## config.mk

```make
export PLATFORM = sky130hd
export DESIGN_NAME = smm_ram_window_decode
export DESIGN_NICKNAME = d
export VERILOG_FILES = /design/src/smm_window_pkg.sv /design/src/smm_ctrl_if.sv /design/src/smm_ctrl_reg.sv /design/src/smm_ram_window_decode.sv
export SDC_FILE = /design/constraint.sdc
export NUM_CORES = 1
export LEC_CHECK = 0
export ABC_AREA = 0
export BUFFER_PORTS_ARGS = -buffer_cell sky130_fd_sc_hd__buf_2
export CAP_MARGIN = 0
export CORE_MARGIN = 2
export CORE_UTILIZATION = 50
export DETAILED_ROUTE_END_ITERATION = 10
export PLACE_DENSITY = 0.83
export SETUP_SLACK_MARGIN = 0.05
export SYNTH_ARGS = -nofsm -noshare
export SYNTH_HDL_FRONTEND = slang
export SYNTH_HIERARCHICAL = 1
export SYNTH_SLANG_ARGS = --single-unit
```

## constraint.sdc

```tcl
create_clock -name clk_i -period 2.48 [get_ports clk_i]
set_input_delay 0.372 -clock clk_i [delete_from_list [all_inputs] [get_ports clk_i]]
set_output_delay 0.372 -clock clk_i [all_outputs]
set_load 0.005 [all_outputs]
```

## src/smm_window_pkg.sv

```systemverilog
// constants and types shared by the system-management window decode
package smm_window_pkg;
   localparam logic [7:0] ctrl_offset = 8'h72;
   localparam logic [7:0] ctrl_reset = 8'h02;
   localparam int open_bit = 6;
   localparam int closed_bit = 5;
   localparam int lock_bit = 4;
   localparam int enable_bit = 3;
   localparam int seg_lsb = 0;
   localparam logic [2:0] seg_a0000 = 3'h2;
   localparam logic [2:0] seg_c0000 = 3'h4;
   localparam logic [3:0] a_window_top = 4'h5;
   localparam logic [4:0] a_window_hi = 5'h0a;
   localparam logic [4:0] a_window_hi2 = 5'h0b;
   localparam logic [3:0] c_window_top = 4'h6;
   localparam logic [3:0] c_window_hi = 4'h0c;
   localparam int request_phase_clock = 2;
   typedef enum logic [1:0] {
      route_pci = 2'h0,
      route_dram = 2'h1,
      route_undefined = 2'h2
   } route_e;
endpackage

```

## src/smm_ctrl_if.sv

```systemverilog
// carrier of the window control fields between decode and register
`timescale 1ns/1ps
`default_nettype none
interface smm_ctrl_if;
   logic window_open;
   logic window_closed;
   logic window_lock;
   logic window_enable;
   logic [2:0] window_base_segment;
   modport reg_side (output window_open, window_closed, window_lock, window_enable,
      window_base_segment);
   modport use_side (input window_open, window_closed, window_lock, window_enable,
      window_base_segment);
endinterface
`default_nettype wire

```

## src/smm_ctrl_reg.sv

```systemverilog
// window control register with lock protection
`timescale 1ns/1ps
`default_nettype none
module smm_ctrl_reg (
   input wire logic clk_i,
   input wire logic reset_i,
   input wire logic cfg_write_i,
   input wire logic [7:0] cfg_wdata_i,
   output logic [7:0] cfg_value_o,
   smm_ctrl_if.reg_side ctrl
);
   logic [6:0] value;
   logic [6:0] next_value;

   always_comb begin
      next_value = value;
      if (cfg_write_i) begin
         if (value[smm_window_pkg::lock_bit]) begin
            // locked: only closed, enable and segment remain writable
            next_value[smm_window_pkg::closed_bit] = cfg_wdata_i[smm_window_pkg::closed_bit];
            next_value[smm_window_pkg::enable_bit] = cfg_wdata_i[smm_window_pkg::enable_bit];
            next_value[2:0] = cfg_wdata_i[2:0];
         end else begin
            next_value = cfg_wdata_i[6:0];
            if (cfg_wdata_i[smm_window_pkg::lock_bit]) begin
               next_value[smm_window_pkg::open_bit] = 1'b0;
            end
         end
      end
   end

   // only reset clears lock: software has no path to write it to 0
   always_ff @(posedge clk_i or posedge reset_i) begin
      if (reset_i) begin
         value <= smm_window_pkg::ctrl_reset[6:0];
      end else begin
         value <= next_value;
      end
   end

   assign cfg_value_o = {1'b0, value};
   assign ctrl.window_open = value[smm_window_pkg::open_bit];
   assign ctrl.window_closed = value[smm_window_pkg::closed_bit];
   assign ctrl.window_lock = value[smm_window_pkg::lock_bit];
   assign ctrl.window_enable = value[smm_window_pkg::enable_bit];
   assign ctrl.window_base_segment = value[2:0];
endmodule
`default_nettype wire

```

## src/smm_ram_window_decode.sv

```systemverilog
// system-management RAM window control and host cycle decode
// Function
// open and unlocked makes window DRAM visible without sysmgmt indication.
// software never sets open and closed together.
// setting lock forces open to zero; lock and open become read-only.
// lock set by write, cleared only by power-on reset.
// closed blocks data references; sysmgmt code fetches still go to DRAM.
// enabled gives 128 KB at A0000h or 64 KB at C0000h; disabled forwards to PCI.
// sysmgmt indication sampled in second clock of request phase.
// base segment 010 selects A0000h, 100 selects C0000h, others reserved.
// addresses are never remapped; only DRAM or PCI chosen.
// PCI initiators never reach the window.
// memory attribute bits ignored for C0000h segment while window there.
// enabled, closed open, no sysmgmt request goes to PCI.
// open and closed both set unlocked gives undefined routing.
// open, closed, lock matter only while enable is set.
// software clears open before setting lock.
// reserved top bit reads zero and ignores writes.
`timescale 1ns/1ps
`default_nettype none
module smm_ram_window_decode (
   input wire logic clk_i,
   input wire logic reset_i,
   input wire logic cfg_write_i,
   input wire logic cfg_read_i,
   input wire logic [7:0] cfg_offset_i,
   input wire logic [7:0] cfg_wdata_i,
   output logic [7:0] cfg_rdata_o,
   input wire logic request_start_i,
   input wire logic [31:0] request_addr_i,
   input wire logic request_code_fetch_i,
   input wire logic sysmgmt_request_indication_n_i,
   input wire logic from_pci_initiator_i,
   input wire logic attribute_dram_i,
   output logic decode_valid_o,
   output logic claim_dram_o,
   output logic forward_pci_o,
   output logic decode_undefined_o,
   output logic in_window_o
);
   smm_ctrl_if ctrl ();
   logic [7:0] cfg_value;
   logic reg_hit;

   assign reg_hit = cfg_offset_i == smm_window_pkg::ctrl_offset;

   smm_ctrl_reg u_reg (
      .clk_i(clk_i),
      .reset_i(reset_i),
      .cfg_write_i(cfg_write_i && reg_hit),
      .cfg_wdata_i(cfg_wdata_i),
      .cfg_value_o(cfg_value),
      .ctrl(ctrl)
   );

   function automatic logic in_window(input logic [31:0] addr, input logic [2:0] seg);
      logic hit;
      hit = 1'b0;
      if (addr[31:20] == 12'h000) begin
         case (seg)
            smm_window_pkg::seg_a0000: hit = addr[19:17] == smm_window_pkg::a_window_top[2:0];
            smm_window_pkg::seg_c0000: hit = addr[19:16] == smm_window_pkg::c_window_hi;
            default: hit = 1'b0;
         endcase
      end
      return hit;
   endfunction

   // request phase tracking: indication is taken on the phase's second clock
   logic phase_second;
   logic next_phase_second;
   logic [31:0] held_addr;
   logic [31:0] next_held_addr;
   logic held_code;
   logic next_held_code;
   logic held_pci;
   logic next_held_pci;

   always_comb begin
      next_phase_second = request_start_i;
      next_held_addr = request_start_i ? request_addr_i : held_addr;
      next_held_code = request_start_i ? request_code_fetch_i : held_code;
      next_held_pci = request_start_i ? from_pci_initiator_i : held_pci;
   end

   always_ff @(posedge clk_i or posedge reset_i) begin
      if (reset_i) begin
         phase_second <= 1'b0;
         held_addr <= 32'h0000_0000;
         held_code <= 1'b0;
         held_pci <= 1'b0;
      end else begin
         phase_second <= next_phase_second;
         held_addr <= next_held_addr;
         held_code <= next_held_code;
         held_pci <= next_held_pci;
      end
   end

   // routing decision for the held host cycle
   smm_window_pkg::route_e route;
   logic hit;
   logic smm_active;

   always_comb begin
      smm_active = !sysmgmt_request_indication_n_i;
      hit = in_window(held_addr, ctrl.window_base_segment);
      route = smm_window_pkg::route_pci;
      if (!hit) begin
         // outside the window, attribute bits decide normally
         route = attribute_dram_i ? smm_window_pkg::route_dram : smm_window_pkg::route_pci;
      end else if (held_pci) begin
         route = smm_window_pkg::route_pci;
      end else if (!ctrl.window_enable) begin
         route = smm_window_pkg::route_pci;
      end else if (!ctrl.window_lock && ctrl.window_open && ctrl.window_closed) begin
         route = smm_window_pkg::route_undefined;
      end else if (!ctrl.window_lock && ctrl.window_open) begin
         route = smm_window_pkg::route_dram;
      end else if (!smm_active) begin
         route = smm_window_pkg::route_pci;
      end else if (ctrl.window_closed && !held_code) begin
         route = smm_window_pkg::route_pci;
      end else begin
         // memory attribute bits are not consulted inside the window
         route = smm_window_pkg::route_dram;
      end
   end

   logic next_valid;
   logic next_dram;
   logic next_pci;
   logic next_undef;
   logic next_in_window;
   logic [7:0] next_rdata;

   always_comb begin
      next_valid = phase_second;
      next_dram = phase_second && route == smm_window_pkg::route_dram;
      // undefined combination is sent to PCI so the cycle still completes
      next_pci = phase_second && route != smm_window_pkg::route_dram;
      next_undef = phase_second && route == smm_window_pkg::route_undefined;
      next_in_window = phase_second && hit;
      next_rdata = (cfg_read_i && reg_hit) ? cfg_value : 8'h00;
   end

   always_ff @(posedge clk_i or posedge reset_i) begin
      if (reset_i) begin
         decode_valid_o <= 1'b0;
         claim_dram_o <= 1'b0;
         forward_pci_o <= 1'b0;
         decode_undefined_o <= 1'b0;
         in_window_o <= 1'b0;
         cfg_rdata_o <= 8'h00;
      end else begin
         decode_valid_o <= next_valid;
         claim_dram_o <= next_dram;
         forward_pci_o <= next_pci;
         decode_undefined_o <= next_undef;
         in_window_o <= next_in_window;
         cfg_rdata_o <= next_rdata;
      end
   end
endmodule
`default_nettype wire

```

# Word-level counts from Yosys, hierarchy flattened
# Index checks and enable logic that the tools add are counted.
word_totals:
  reg_bits: 54
  input_bits: 57
  output_inout_bits: 13
  elab_cells: 47
classes:
  eq_ne: 8
  muxes: 13
  n_bitwise: 1
  reduce_logical: 13
op_table:
  columns: ["cell", "count"]
  rows:
  - ["12-bit zero test", 1]
  - ["1-bit logical AND", 9]
  - ["8-bit by 7-bit equality test with 1-bit output (second input constant)", 1]
  - ["2-bit 2-to-1 mux", 4]
  - ["1-bit 2-to-1 mux", 7]
  - ["7-bit 2-to-1 mux", 1]
  - ["3-bit equality test (second input constant)", 2]
  - ["4-bit equality test (second input constant)", 1]
  - ["3-bit by 2-bit equality test with 1-bit output (second input constant)", 1]
  - ["2-bit by 1-bit equality test with 1-bit output (second input constant)", 1]
  - ["2-bit equality test (second input constant)", 1]
  - ["1-bit zero test", 2]
  - ["2-bit by 1-bit != test with 1-bit output (second input constant)", 1]
  - ["1-bit one-hot mux with 2 select lines", 1]
  - ["2-bit AND reduction", 1]
  - ["1-bit inverter", 1]

# Depth between registers and ports, before layout
logic_depth:
  ltp_word: 11
  ltp_mapped: 6
  depth_no_buf: 5

# Modules after synthesis
# Netlist, hierarchy kept.
by_module_without_submodules:
  columns: ["module", "instances", "cells_per_inst", "area_per_inst_um2", "seq_area_each_um2"]
  rows:
  - ["smm_ram_window_decode", 1, 88, 1291.2, 800.8]
  - ["smm_ctrl_reg", 1, 27, 354.1, 176.4]

# Worst setup path before layout
# OpenSTA, ideal clock, no wires.
synth_timing:
  kind: "input-to-reg"
  from: "input cfg_offset_i[7]"
  to: "register u_reg.value[6]"
  setup_time_ns: 0.125
  t_arrival_ns: 1.623
  required_ns: 2.355
  path_slack_ns: 0.732
  path_stages: 6
  n_path_buf: 1
  path_cell_list: "nand2b_1 > nor4_2 > and2_1 > buf_6 > nor2b_4 > mux2_4"
synth_between:
  elab_chain_cells: 3
synth_rtl:
  columns: ["item", "line", "text"]
  rows:
  - ["from (decl)", "smm_ram_window_decode.sv:26", "input wire logic [7:0] cfg_offset_i,"]
  - ["8-bit by 7-bit equality test with 1-bit output", "smm_ram_window_decode.sv:45", "assign reg_hit = cfg_offset_i == smm_window_pkg::ctrl_offset;"]
  - ["1-bit logical AND", "smm_ram_window_decode.sv:50", ".cfg_write_i(cfg_write_i && reg_hit),"]
  - ["2-bit AND reduction (no line)", null, null]
  - ["to (signal assigned)", "smm_ctrl_reg.sv:35", "value <= smm_window_pkg::ctrl_reset[6:0];"]
  - ["to (signal assigned)", "smm_ctrl_reg.sv:37", "value <= next_value;"]
  - ["to (decl)", "smm_ctrl_reg.sv:12", "logic [6:0] value;"]
# Every way passes these cells.
# A chain may end at the register's enable or synchronous reset.

# Final worst setup path
layout_timing:
  from: "register u_reg.value[1]"
  to: "register forward_pci_o"
layout_between:
  elab_chain_cells: 6
  elab_cells_between_ends: 7
  classes_between: "eq/ne: 3; mux: 3; reduce/logical: 1"
layout_rtl:
  columns: ["item", "line", "text"]
  rows:
  - ["3-bit equality test or 3-bit by 2-bit equality test with 1-bit output (tied branches)", "smm_ram_window_decode.sv:60", "case (seg)"]
  - ["1-bit one-hot mux with 2 select lines *", "smm_ram_window_decode.sv:60", null]
  - ["1-bit 2-to-1 mux *", "smm_ram_window_decode.sv:59", "if (addr[31:20] == 12'h000) begin"]
  - ["2-bit 2-to-1 mux *", "smm_ram_window_decode.sv:109", "if (!hit) begin"]
  - ["2-bit by 1-bit != test with 1-bit output *", "smm_ram_window_decode.sv:141", "next_pci = phase_second && route != smm_window_pkg::route_dram;"]
  - ["1-bit logical AND *", "smm_ram_window_decode.sv:141", null]
  - ["via next_pci", "smm_ram_window_decode.sv:132", "logic next_pci;"]
  - ["to (signal assigned)", "smm_ram_window_decode.sv:158", "forward_pci_o <= next_pci;"]
  - ["to (decl)", "smm_ram_window_decode.sv:37", "output logic forward_pci_o,"]
# Mark *: on every way through the listed nets, which the timed path passes. The rest lies on a longest branch.

==> metrics <==
Power Dens Cells 622 nW/µm²; RSZ-0062 raised after global routing false; EDFF count, synth 0; CTS tree yes; worst reg2reg path endpoint forward_pci_o$_DFF_PP0_; hold_sp cfg_wdata_i[4]; Final Util 0.640; worst-case reg-to-reg path depth 4; dpl ws 0.516 ns; Root Buffer clkbuf_4; setup violators final 0; Placed Cells 202; largest net degree at the start of global routing 33; final worst slack 0.850 ns; Mapped Area 1650 µm²; final setup TNS 0 ns; ANT nets after route 0; core area 3100 µm²; CP Capture Type flop; Ys Warns 6; end point of the critical path forward_pci_o$_DFF_PP0_; asr flop ratio synth 1.00; critical path launch point u_reg/value[1]$_DFFE_PP1P_; vias in the first global route 1090; total power draw approximately 1.2 mW; # nets final 223; final non-filler cell total 211; min Tclk post-route 1.63 ns; layout cells sized above 1 0.563; initial antenna violation count 0; # Max-Cap Violations 0; Die Area 3770 µm²; H-Tree Depth 2; worst setup path class reg2reg; WL final 2.93 mm; clock tree buffer depth 2; Commonest cells post-synth dfrtp_1, mux2_2, and3_1, buf_4; drt wl/cell 13.9 µm; HPWL Detailed 2.30 mm; cell count after synthesis roughly 120; post-placement cell area 1890 µm²; # diodes 0; vias after detailed routing 1047; ys flop type dfrtp_1; worst hold path type in2reg; CP required between 2 and 3 ns; fin area ~2000 µm²; Mapped Nets 172; max-slew violation count 0; synth-to-layout area growth 20.7%; leading area contributor after synthesis dfrtp_1; Pleak about 1.0 nW; synthesized area per cell 14.3 µm²; filler cell count 261; postcts setup bufs 0; CTS sink cnt 39; die width 61.4 µm; GP Congestion 0.783; Hold Vio Cnt, Final 0; first-pass GRT wire length 4.73 mm; DRC 0; Final period util 0.657; reg2reg setup slack 0.85 ns; Synth area leaders dfrtp_1, mux2_2, buf_4; vias per cell between 4 and 5; outcome complete, no violations; initial core utilization 0.530; Die Y 61.4 µm; Global Route Usage Sum 0.181; num rows 20; worst-path maximum fanout 4; VDD IR max ~0.37 mV; number of synthesized register bits 39; most common cell in the synthesized netlist dfrtp_1; CTS Buf Count 5; IO buf count 52; GRT Residual Overflow 0; Final Skew between 0.01 and 0.015 ns; # IOs 70; top-area cell type share of the netlist area 0.578; initial DRC count 10; Max Freq 614 MHz; Hold Slack 0.228 ns; Worst setup SP type flop; Critical R2R Launch u_reg/value[1]$_DFFE_PP1P_; TritonRoute pass-1 iters 4; Synth cell types 31; later-pin clock latency in the skew report 0.35 ns; Critical Path AT about 1.9 ns; sequential area share after synthesis 0.594; Reg clk slew, reported paths 0.12 ns
==> state kept, by name (all words and copies together) (netlist names) <==
| name | flops |
|---|---|
| decode_undefined_o | 1 |
| held_addr | 16 |
| held_pci | 1 |
| in_window_o | 1 |
| decode_valid_o | 1 |
| forward_pci_o | 1 |
| held_code | 1 |
| claim_dram_o | 1 |
| next_valid | 1 |
| cfg_rdata_o | 8 |
| u_reg/value | 7 |
==> timing repair <==
action | in CTS | in global routing
hold endpoints to repair | 6 | 0
gates resized for setup | 0 | 0
hold buffers | 1 | 0
==> routing by layer <==
metal,global-route usage,wire (µm),up-vias,part of all wire
li1,-,-,508,-
met1,0.212,1190,498,0.41
met2,0.296,1480,31,0.51
met3,0.0546,152,10,0.052
met4,0.106,110,0,0.038
met5,0,0,-,0
==> how the worst min path moves through the flow <==
stage	to	slack [ns]	cells past startpoint
after detailed placement	u_reg/value[6]$_DFFE_PP0P_	0.32	2
final	u_reg/value[4]$_DFFE_PP0P_	0.23	2
after CTS	u_reg/value[4]$_DFFE_PP0P_	0.22	2
after global placement	u_reg/value[4]$_DFFE_PP0P_	0.31	2
after global routing	u_reg/value[0]$_DFFE_PP0P_	0.22	2
after floorplan	u_reg/value[0]$_DFFE_PP0P_	0.17	1
==> layout make-up <==
| type | instances | area (µm²) | share of cell area |
|---|---|---|---|
| flip-flops and latches | 39 | 977 | 0.492 |
| multi-input cells | 62 | 576 | 0.290 |
| repair buffers | 55 | 285 | 0.144 |
| well taps | 44 | 55.1 | 0.0277 |
| clock inverters | 3 | 43.8 | 0.0221 |
| clock buffers | 5 | 37.5 | 0.0189 |
| inverters | 3 | 11.3 | 0.00567 |
==> placed cells by master (no fill, tap or decap), types with 3 or more instances in the layout <==
cell type and count:
buf_2 52, dfrtp_1 38, mux2_2 21, and3_1 9, clkbuf_4 5, nand2b_1 3, nor4_2 3, inv_1 3
a21o_1 3
==> power breakdown <==
part	switching (mW)	internal, mW
Sequential	0.0259	0.674
Combinational	0.0452	0.0657
Clock	0.212	0.212
==> critical path, stage by stage (launching register included) <==
cell and delay [ns]:
dfstp_2 0.58, nor4bb_1 0.36, a21o_1 0.16, nand2_2 0.07, o311a_1 0.34
==> kinds of logic (layout without fill, tap and decap cells) <==
kind of cell | after synthesis | in the layout | synth area share
flip-flops | 39 | 39 | 0.594
AND/OR/NAND/NOR | 28 | 28 | 0.136
multiplexers | 24 | 24 | 0.167
other | 1 | 1 | 0.00228
AO/OA/AOI/OAI | 9 | 9 | 0.0449
buffers and inverters | 14 | 66 | 0.0563
Note: power is estimated with default switching activity, not from simulation.
